<file path="src/cwad_defines.svh">
/*
  Constants for the wide arithmetic datapath: operand widths, step sizes,
  fixed results and decimal-adjust thresholds.
  Assumes nothing; included by bare name wherever a figure is needed.
*/
`ifndef CWAD_DEFINES_SVH
`define CWAD_DEFINES_SVH

`define CWAD_W8 6'd8
`define CWAD_W16 6'd16
`define CWAD_W24 6'd24
`define CWAD_W32 6'd32
`define CWAD_PTR_STEP 24'h000002
`define CWAD_CNT_STEP 8'h01
`define CWAD_ONES16 16'hffff
`define CWAD_ONES32 32'hffffffff
`define CWAD_SAT_POS 32'h7fffffff
`define CWAD_SAT_NEG 32'h80000000
`define CWAD_EXT_ZERO 8'h00
`define CWAD_EXT_ONES 8'hff
`define CWAD_BCD_DIGIT_MAX 4'h9
`define CWAD_BCD_BYTE_MAX 8'h99
`define CWAD_BCD_LO_FIX 8'h06
`define CWAD_BCD_HI_FIX 8'h60

`endif

</file>
<file path="src/cwad_pkg.sv">
/*
  Types of the wide arithmetic datapath: operation codes, flag set,
  request and answer carriers, and the module state.
  Assumes the sequencer and the datapath share these definitions.
*/
package cwad_pkg;

  typedef enum logic [4:0] {
    OP_WIDE_ADD, OP_WIDE_SUBTRACT, OP_WORD_ADD, OP_WORD_SUBTRACT, OP_WORD_COMPARE,
    OP_BYTE_PLUS_ONE, OP_BYTE_MINUS_ONE, OP_WORD_PLUS_ONE, OP_WORD_MINUS_ONE,
    OP_WIDE_PLUS_ONE, OP_WIDE_MINUS_ONE, OP_BYTE_UNSIGNED_MULTIPLY,
    OP_WORD_UNSIGNED_MULTIPLY, OP_WORD_SIGNED_MULTIPLY, OP_WORD_BY_BYTE_DIVIDE,
    OP_LONG_BY_WORD_DIVIDE, OP_MULTIPLY_ACCUMULATE_LOOP, OP_SATURATING_MULTIPLY_ACCUMULATE,
    OP_ABSOLUTE_DIFFERENCE_SUM, OP_BCD_FIX_AFTER_ADD, OP_BCD_FIX_AFTER_SUBTRACT,
    OP_SIGN_EXTEND_BYTE
  } cwad_op_t;

  typedef struct packed {
    logic s;
    logic z;
    logic ac;
    logic pv;
    logic cy;
  } cwad_flags_t;

  typedef struct packed {
    cwad_op_t op;
    logic [31:0] opa;
    logic [31:0] opb;
    logic [7:0] cnt;
    logic [23:0] ptr_a;
    logic [23:0] ptr_b;
    logic cy_in;
    logic ac_in;
  } cwad_req_t;

  typedef struct packed {
    logic [31:0] res;
    logic [15:0] aux;
    cwad_flags_t flags;
    cwad_flags_t flag_we;
    logic [23:0] ptr_a;
    logic [23:0] ptr_b;
    logic [7:0] cnt;
  } cwad_rsp_t;

  typedef struct packed {
    logic [31:0] res;
    cwad_flags_t f;
  } cwad_alu_t;

  typedef enum logic {S_IDLE, S_LOOP} cwad_fsm_t;

  typedef struct packed {
    cwad_fsm_t st;
    logic idle;
    logic rsp_valid;
    logic mem_rd;
    cwad_op_t op;
    cwad_rsp_t rsp;
  } cwad_state_t;

endpackage

</file>
<file path="src/cwad_datapath.sv">
/*
  Arithmetic datapath of the core: wide add and subtract, multiply, divide,
  multiply-accumulate and absolute-difference loops, increments, decimal adjust.
  Assumes the sequencer supplies operands and writes results back to the
  register file; loop operands come from memory over the read port.
*/
`include "cwad_defines.svh"
`timescale 1ns/1ps
`default_nettype none

module cwad_datapath (
  input wire logic core_clk,
  input wire logic reset_n,
  input wire logic req_valid,
  input wire cwad_pkg::cwad_req_t req,
  output logic req_ready,
  output logic rsp_valid,
  output var cwad_pkg::cwad_rsp_t rsp,
  output logic mem_rd,
  output logic [23:0] mem_addr_a,
  output logic [23:0] mem_addr_b,
  input wire logic mem_ack,
  input wire logic [15:0] mem_data_a,
  input wire logic [15:0] mem_data_b
);
  import cwad_pkg::*;

  // width-generic add or subtract: operands are left-aligned so the carry
  // and overflow always come out of bit 31 whatever the width
  function automatic cwad_alu_t arith(input logic [31:0] a, input logic [31:0] b,
                                      input logic sub, input logic [5:0] w);
    logic [5:0] sh;
    logic [31:0] al;
    logic [31:0] bl;
    logic [32:0] sum;
    cwad_alu_t r;
    sh = `CWAD_W32 - w;
    al = a << sh;
    bl = b << sh;
    sum = sub ? ({1'b0, al} - {1'b0, bl}) : ({1'b0, al} + {1'b0, bl});
    r.res = sum[31:0] >> sh;
    r.f.cy = sum[32];
    r.f.s = sum[31];
    r.f.z = (sum[31:0] == 32'h0);
    r.f.pv = sub ? ((al[31] != bl[31]) && (sum[31] != al[31]))
                 : ((al[31] == bl[31]) && (sum[31] != al[31]));
    r.f.ac = a[4] ^ b[4] ^ r.res[4];
    return r;
  endfunction

  cwad_state_t q;
  cwad_state_t d;
  cwad_alu_t alu;
  logic take;
  logic stop;
  logic [7:0] cnt_n;
  logic [7:0] fix;
  logic [7:0] bcd;
  logic [15:0] mag;
  logic [15:0] pb;
  logic [31:0] pw;
  logic signed [31:0] ps;
  logic signed [31:0] mp;
  logic [15:0] dq16;
  logic [15:0] dr16;
  logic [31:0] dq32;
  logic [31:0] dr32;

  assign take = req_valid && q.idle;

  always_comb begin
    d = q;
    alu = '0;
    stop = 1'b0;
    cnt_n = q.rsp.cnt - `CWAD_CNT_STEP;
    fix = 8'h00;
    bcd = 8'h00;
    mag = 16'h0;
    pb = req.opa[7:0] * req.opb[7:0];
    pw = req.opa[15:0] * req.opb[15:0];
    ps = $signed(req.opa[15:0]) * $signed(req.opb[15:0]);
    // loop product sized by its target so no tool keeps only sixteen bits of it
    mp = $signed(mem_data_a) * $signed(mem_data_b);
    dq16 = req.opa[15:0] / {8'h00, req.opb[7:0]};
    dr16 = req.opa[15:0] % {8'h00, req.opb[7:0]};
    dq32 = req.opa / {16'h0, req.opb[15:0]};
    dr32 = req.opa % {16'h0, req.opb[15:0]};
    d.rsp_valid = 1'b0;
    if (take) begin
      d.op = req.op;
      d.rsp_valid = 1'b1;
      d.rsp.aux = 16'h0;
      d.rsp.flag_we = '0;
      d.rsp.ptr_a = req.ptr_a;
      d.rsp.ptr_b = req.ptr_b;
      d.rsp.cnt = req.cnt;
      unique case (req.op)
        OP_WIDE_ADD, OP_WIDE_SUBTRACT: begin
          alu = arith(req.opa, req.opb, req.op == OP_WIDE_SUBTRACT, `CWAD_W24);
          d.rsp.res = alu.res;
          d.rsp.flags = alu.f;
          d.rsp.flag_we = '1;
        end
        OP_WORD_ADD, OP_WORD_SUBTRACT, OP_WORD_COMPARE: begin
          alu = arith(req.opa, req.opb, req.op != OP_WORD_ADD, `CWAD_W16);
          // compare leaves the first operand standing as the result
          d.rsp.res = (req.op == OP_WORD_COMPARE) ? {16'h0, req.opa[15:0]} : alu.res;
          d.rsp.flags = alu.f;
          d.rsp.flag_we = '1;
        end
        OP_BYTE_PLUS_ONE, OP_BYTE_MINUS_ONE: begin
          alu = arith(req.opa, 32'h1, req.op == OP_BYTE_MINUS_ONE, `CWAD_W8);
          d.rsp.res = alu.res;
          d.rsp.flags = alu.f;
          d.rsp.flag_we = '{s: 1'b1, z: 1'b1, ac: 1'b1, pv: 1'b1, cy: 1'b0};
        end
        OP_WORD_PLUS_ONE, OP_WORD_MINUS_ONE: begin
          alu = arith(req.opa, 32'h1, req.op == OP_WORD_MINUS_ONE, `CWAD_W16);
          d.rsp.res = alu.res;
        end
        OP_WIDE_PLUS_ONE, OP_WIDE_MINUS_ONE: begin
          alu = arith(req.opa, 32'h1, req.op == OP_WIDE_MINUS_ONE, `CWAD_W24);
          d.rsp.res = alu.res;
        end
        OP_BYTE_UNSIGNED_MULTIPLY: d.rsp.res = {16'h0, pb};
        OP_WORD_UNSIGNED_MULTIPLY: begin
          d.rsp.res = {16'h0, pw[31:16]};
          d.rsp.aux = pw[15:0];
        end
        OP_WORD_SIGNED_MULTIPLY: begin
          d.rsp.res = {16'h0, ps[31:16]};
          d.rsp.aux = ps[15:0];
        end
        OP_WORD_BY_BYTE_DIVIDE: begin
          if (req.opb[7:0] == 8'h00) begin
            d.rsp.res = {16'h0, `CWAD_ONES16};
            d.rsp.aux = {8'h00, req.opa[7:0]};
          end else begin
            d.rsp.res = {16'h0, dq16};
            d.rsp.aux = {8'h00, dr16[7:0]};
          end
        end
        OP_LONG_BY_WORD_DIVIDE: begin
          if (req.opb[15:0] == 16'h0) begin
            d.rsp.res = `CWAD_ONES32;
            d.rsp.aux = req.opa[15:0];
          end else begin
            d.rsp.res = dq32;
            d.rsp.aux = dr32[15:0];
          end
        end
        OP_BCD_FIX_AFTER_ADD, OP_BCD_FIX_AFTER_SUBTRACT: begin
          if (req.ac_in || (req.opa[3:0] > `CWAD_BCD_DIGIT_MAX)) begin
            fix = fix | `CWAD_BCD_LO_FIX;
          end
          if (req.cy_in || (req.opa[7:0] > `CWAD_BCD_BYTE_MAX)) begin
            fix = fix | `CWAD_BCD_HI_FIX;
          end
          bcd = (req.op == OP_BCD_FIX_AFTER_ADD) ? req.opa[7:0] + fix : req.opa[7:0] - fix;
          d.rsp.res = {24'h0, bcd};
          d.rsp.flags.s = bcd[7];
          d.rsp.flags.z = (bcd == 8'h00);
          d.rsp.flags.ac = req.opa[4] ^ fix[4] ^ bcd[4];
          d.rsp.flags.pv = ~^bcd;
          d.rsp.flags.cy = req.cy_in || (req.opa[7:0] > `CWAD_BCD_BYTE_MAX);
          d.rsp.flag_we = '1;
        end
        OP_SIGN_EXTEND_BYTE: begin
          d.rsp.res = {16'h0, req.opa[7] ? `CWAD_EXT_ONES : `CWAD_EXT_ZERO, req.opa[7:0]};
        end
        OP_MULTIPLY_ACCUMULATE_LOOP, OP_SATURATING_MULTIPLY_ACCUMULATE,
        OP_ABSOLUTE_DIFFERENCE_SUM: begin
          // loops answer only when they end; memory reads start next cycle
          d.rsp_valid = 1'b0;
          d.rsp.res = req.opa;
          d.rsp.flag_we = '1;
          d.st = S_LOOP;
          d.idle = 1'b0;
          d.mem_rd = 1'b1;
        end
        // unused codes answer zero and leave every flag alone
        default: d.rsp.res = 32'h0;
      endcase
    end else if (q.st == S_LOOP && mem_ack) begin
      if (q.op == OP_ABSOLUTE_DIFFERENCE_SUM) begin
        mag = (mem_data_a >= mem_data_b) ? mem_data_a - mem_data_b : mem_data_b - mem_data_a;
        alu = arith({16'h0, q.rsp.res[15:0]}, {16'h0, mag}, 1'b0, `CWAD_W16);
        d.rsp.res = {q.rsp.res[31:16], alu.res[15:0]};
        stop = (cnt_n == 8'h00) || alu.f.cy;
      end else begin
        alu = arith(q.rsp.res, mp, 1'b0, `CWAD_W32);
        d.rsp.res = alu.res;
        stop = (cnt_n == 8'h00) || alu.f.pv;
        if (q.op == OP_SATURATING_MULTIPLY_ACCUMULATE && alu.f.pv) begin
          // overflow can only come from two equal signs, so the old sign tells the limit
          d.rsp.res = q.rsp.res[31] ? `CWAD_SAT_NEG : `CWAD_SAT_POS;
        end
      end
      d.rsp.flags = alu.f;
      d.rsp.ptr_a = q.rsp.ptr_a + `CWAD_PTR_STEP;
      d.rsp.ptr_b = q.rsp.ptr_b + `CWAD_PTR_STEP;
      d.rsp.cnt = cnt_n;
      if (stop) begin
        d.st = S_IDLE;
        d.idle = 1'b1;
        d.mem_rd = 1'b0;
        d.rsp_valid = 1'b1;
      end
    end
  end

  always_ff @(posedge core_clk) begin
    if (!reset_n) begin
      q <= '0;
      q.idle <= 1'b1;
    end else begin
      q <= d;
    end
  end

  assign req_ready = q.idle;
  assign rsp_valid = q.rsp_valid;
  assign rsp = q.rsp;
  assign mem_rd = q.mem_rd;
  assign mem_addr_a = q.rsp.ptr_a;
  assign mem_addr_b = q.rsp.ptr_b;
endmodule

`default_nettype wire

</file>
<file path="config.mk">
export PLATFORM = sky130hd
export DESIGN_NAME = cwad_datapath
export DESIGN_NICKNAME = d
export VERILOG_FILES = /design/src/cwad_pkg.sv /design/src/cwad_datapath.sv
export VERILOG_INCLUDE_DIRS = /design/src
export SDC_FILE = /design/constraint.sdc
export NUM_CORES = 2
export LEC_CHECK = 0
export ABC_AREA = 1
export BUFFER_PORTS_ARGS = -buffer_cell sky130_fd_sc_hd__buf_2
export CORE_MARGIN = 1
export CORE_UTILIZATION = 45
export CTS_CLUSTER_SIZE = 24
export DETAILED_ROUTE_END_ITERATION = 7
export PLACE_DENSITY = 0.65
export SLEW_MARGIN = 5
export SYNTH_ARGS = -nofsm -noshare
export SYNTH_HDL_FRONTEND = slang
export SYNTH_SLANG_ARGS = --single-unit
export TNS_END_PERCENT = 100
</file>
<file path="constraint.sdc">
create_clock -name core_clk -period 82.8 [get_ports core_clk]
set_clock_uncertainty 0.15 [all_clocks]
set_input_delay 8.28 -clock core_clk [delete_from_list [all_inputs] [get_ports core_clk]]
set_output_delay 8.28 -clock core_clk [all_outputs]
set_load 0.01 [all_outputs]
</file>
-- Word level (Yosys, flattened, before mapping)
Index checks and enable logic that the tools add are counted.
- input bits: 163
- bits in registers: 123
- output and inout port bits: 165
- latch bits: 0
- memory bits (read-only): 0
- memories kept: 0
- word-level logic and storage cells: 178
- memory bits (writable): 0
- multiply operators: 4
- divide/modulo/power cells: 4
- mux-type cells: 39
- shift operators: 0
- reduce and logical (&&, ||, !) cells: 39
- add/sub/neg operators: 19
- bitwise logic cells: 11
- order comparisons: 3
- equal/unequal tests: 38
- operators by type and width (operator ; count):
    case mux 32 bit (13 select lines) ; 1
    two-way mux 32 bit ; 8
    zero test 32 bit ; 5
    adder 32 x 32 -> 33 bit ; 4
    two-way mux 56 bit ; 2
    two-way mux 33 bit ; 3
    multiplier 16 x 16 -> 32 bit ; 3
    subtractor 32 x 32 -> 33 bit ; 2
    case mux 16 bit (4 select lines) ; 1
    adder 24 x 2 -> 24 bit, second input constant ; 2
    two-way mux 48 bit ; 1
    equality test 5 x 4 -> 1 bit, second input constant ; 8
    equality test 5 bit, second input constant ; 8
    adder 32 x 25 -> 33 bit, second input constant ; 1
    subtractor 32 x 25 -> 33 bit, second input constant ; 1
    adder 32 x 17 -> 32 bit, second input constant ; 1
    adder 32 x 9 -> 32 bit, second input constant ; 1
    divider 32 x 16 -> 32 bit ; 1
    modulo 32 x 16 -> 32 bit ; 1
    two-way mux 16 bit ; 2
    two-way mux 8 bit ; 4
    subtractor 16 bit ; 2
    subtractor 32 x 17 -> 32 bit, second input constant ; 1
    subtractor 32 x 9 -> 32 bit, second input constant ; 1
    39 further kinds ; 93

-- Longest topological paths before layout
- depth after elaboration: 11
- mapped depth: 633
- gate-level depth less buffers: 590

-- Worst setup path before layout
OpenSTA, ideal clock, no wires.
- path kind: input to register
- start point: input req[58] (netlist bit)
- end point: register q, in the netlist rsp[79]
- arrival: 86.333 ns
- path slack: -3.816 ns
- path buffers: 45
- stages on the path: 605
- required time: 82.517 ns
- setup time: 0.133 ns
- path through: inv_1 -> ha_1 -> inv_1 -> nor2_1 -> nand2_1 -> nor2_1 -> nand2_1 -> nor2_1 -> nand2_2 -> nand2_1 -> nand2_1 -> nand2_1 -> ha_1 -> nand2_1 -> inv_1 -> o2111ai_1 -> or2_1 -> and2_1 -> [... 569 more ...] -> o21ai_0 -> nand3_1 -> nand2_1 -> a221o_1 -> a221o_2 -> a31oi_1 -> o21ai_0 -> a21oi_1 -> nand3_1 -> nor3_4 -> nand2_4 -> nor2_4 -> buf_12 -> nand2_2 -> nand3b_1 -> nand2_1 -> nand2_1 -> a21oi_2
- cells in the longest elaborated chain, start to end: 3
- elaborated cells between the ends (all ways): 6
- classes of those cells: mul: 2; div: 1; mux: 2; reduce/logical: 1
- RTL lines (element ; line ; text):
    start: declaration ; cwad_datapath.sv:15 ; input wire cwad_pkg::cwad_req_t req,
    modulo 32 x 16 -> 32 bit or zero test 16 bit (tied branches) ; cwad_datapath.sv:87, cwad_datapath.sv:144 ;
    two-way mux 48 bit ; cwad_datapath.sv:144 ; if (req.opb[15:0] == 16'h0) begin
    case mux 16 bit (4 select lines) * ; cwad_datapath.sv:97 ; unique case (req.op)
    end: declaration ; cwad_datapath.sv:51 ; cwad_state_t q;
Mark *: on every way between the ends. The rest lies on a longest branch, timed or not.
A chain may end at the register's enable or synchronous reset.

-- Worst setup path in the final report
- start point: input req[58] (netlist bit)
- end point: register q, in the netlist rsp[75]
The elaborated chain is that of the path after synthesis.

==> key figures <==
Run status
  • Status: finished, final reports clean

Min path
  • Type of the worst min-delay path: reg2reg

Synth
  • Top-count cell post-synth: nand2_1
  • Mapped cell area: 0.0724 mm2
  • Commonest cells in the netlist: nand2_1 (2,211), inv_1 (1,856), ha_1 (960)
  • Register area share after synthesis: 3.29%
  • Post-Syn Instances: 10,485
  • Ys async rst share: 0%
  • #FFs+latches synth: 119
  • Number of distinct library cells after synthesis: 104
  • Post-synth EDFFs: 0
  • Post-synth top flop: dfxtp_1
  • Top cells by area, synth: fa_1 (19%), ha_1 (17%), nand2_1 (11%), inv_1 (9.6%), xor2_1 (4.8%)
  • Yosys top cell area share: 18.7%
  • Cell taking the most area after synthesis: fa_1
  • Synthesis Warnings: 0
  • Avg Inst Size Synth: 6.91 um2
  • Syn nets: 12,284

Clocking
  • Sink Count: 119
  • TritonCTS clock tree: yes
  • TritonCTS Buffers: 17
  • H-Tree Depth: 4
  • Worst skew pair latency: 0.43 ns
  • Clock-pin slew on the worst setup and hold paths: 0.07 ns
  • Clk root buf: clkbuf_16
  • Clk buf depth: 2

STA
  • Final setup viols: 0
  • Max-slew violation count: 0
  • Period utilization: 93.7%
  • Worst setup margin: 5.22 ns
  • Final hold viol count: 0
  • Slew margin rel.: 22.9%
  • Max Fclk: 12.9 MHz
  • Final setup TNS: 0 ns
  • Final critical-path required period: 77.58 ns
  • Worst Hold Slack: 0.317 ns
  • Worst-Margin Slew: 1.15 ns

Layout
  • Cell area after layout: 0.0788 mm2
  • Fillers: 16,003
  • Fin nets: 12,526
  • Layout cells sized above 1: 14.8%
  • Layout area overhead: 8.87%

Setup path
  • CP top delay family: compound AO/OA/AOI/OAI gates
  • Max incr delay on CP: 0.41 ns
  • Crit path max-delay cell type: a221o_2
  • CP endpoint kind: register
  • Critical setup path kind: in2reg
  • Worst Path Required: 82.95 ns
  • Worst Path Buf+Inv: 116
  • Arr. time, crit path: 77.73 ns
  • CP max FO: 16
  • CP Launch Type: primary input
  • CP most frequent cell: nand2_1

Routing
  • Routed wire length: 248 mm
  • Vias post-DR: 70,155
  • Per-cell routed wire length: 19.2 um
  • DRC Markers: 0
  • Final ANT Viol Nets: 0
  • 1st-iter DRT viols: 5,686
  • DRT Pass-1 Iters: 6
  • Via density: 5.44

Floorplan
  • # rows: 146
  • Die ar.: 0.163 mm2
  • Die Ht: 403 um
  • Die W: 403 um
  • # IOs: 328
  • Core Footprint: 0.159 mm2
  • Initial Utilization: 45.5%

Placement
  • HPWL Detailed: 201 mm
  • Pre-CTS setup slack: -0.640 ns
  • Port Buffers: 319
  • Placer Congestion: 1.01
  • DP Area: 0.0760 mm2

GRT
  • Largest net degree at the start of global routing: 70
  • First-pass GRT wire length: 381 mm
  • Vias in the first global route: 67,906
  • Total gr overflow: 0
  • Gr usage total: 29.7%
  • Antenna violations before repair: 22

Run
  • Max_cap viols: 0
==> metal layers <==
metal	GRT usage, %	up-vias	part of all wire [%]
met5	0	-	0.041
met4	11.4	16	4.6
met3	4.64	440	7.4
met2	48.5	2285	45
met1	39.3	33505	43
li1	-	33909	-
==> layout by cell type, fill, tap and decap left out, drive strengths merged, types with 11 or more instances in the layout <==
| master | netlist | final |
|---|---|---|
| a21o | 67 | 67 |
| fa | 676 | 676 |
| ha | 960 | 960 |
| a31oi | 64 | 64 |
| o21bai | 83 | 83 |
| a211oi | 34 | 34 |
| o2111ai | 27 | 27 |
| clkbuf | 248 | 22 |
| clkinv | 34 | 39 |
| nor2 | 597 | 597 |
| nor4 | 35 | 35 |
| and2 | 18 | 18 |
| o211ai | 19 | 19 |
| xor2 | 395 | 395 |
| o31ai | 49 | 49 |
| nand4 | 102 | 102 |
| nand2 | 2401 | 2401 |
| a21oi | 679 | 679 |
| clkinvlp | 0 | 11 |
| nand3b | 38 | 38 |
| o21a | 26 | 26 |
| o21ai | 726 | 726 |
| inv | 1914 | 1912 |
| nand3 | 453 | 453 |
| buf | 220 | 689 |
| nor3 | 87 | 87 |
| xnor2 | 220 | 220 |
| dfxtp | 119 | 119 |
| or2 | 69 | 69 |
| o221ai | 31 | 31 |
| o22ai | 13 | 13 |
==> metrics by stage <==
step	cells	utilization [%]
final	12895	49.5
after global routing	12889	49.5
after CTS	12793	48.2
after detailed placement	12760	47.8
after global placement	12760	47.8
after floorplan	10485	-
==> final cells by class <==
cell class              count  area (um2)  share of cell area (%)
clock inverters            12         119                   0.151
repair inverters            3        17.5                  0.0222
flip-flops and latches    119        2380                    3.02
inverters                1951        7460                    9.47
repair buffers            692        4600                    5.83
clock buffers              19         453                   0.575
diodes                     10        25.0                  0.0317
well taps                2146        2690                    3.41
multi-input cells        7943       61100                    77.5
==> state kept, by name (all words and copies together) (netlist names) <==
register and flops:
mem_addr_a 24, mem_addr_b 24, q 6, req_ready 1, rsp 63, rsp_valid 1
==> cell families after synthesis <==
family	share of synthesized area (%)
buffers and inverters	14.4
multiplexers	0.0276
adder cells (fa/ha/maj)	35.3
AND/OR/NAND/NOR	24.6
AO/OA/AOI/OAI	15.0
XOR/XNOR	7.44
flip-flops	3.29
==> what timing repair did <==
action                                  in CTS  in global routing
endpoints found under the setup margin      17                 19
resized for setup                            6                366
pin swaps                                    1                136
cloned                                       0                  6
endpoints found under the hold margin        0                  0
hold buffers                                 0                  0
setup buffers                                2                 86
==> tightest hold or removal path, delay by kind of cell, from the launching register on <==
kind / cells / cell delay [ns]
AOI/OAI and AO/OA: 1 / 0.05
DFF: 1 / 0.31
and+or+nand+nor: 1 / 0.06
==> final timing paths <==
| check | startpoint | to | slack, ns | cells after the start |
|---|---|---|---|---|
| setup / recovery | req[58] | rsp[75] | 5.22 | 572 |
| hold / removal | rsp[68] | rsp[68] | 0.32 | 2 |
| setup reg to reg | rsp[83] | rsp[86] | 75.23 | 34 |
| hold reg to reg | rsp[68] | rsp[68] | 0.32 | 2 |
Power is left out: the tool's default activity adds up to more than one toggle a clock period on the data nets, which glitch-free logic cannot reach.
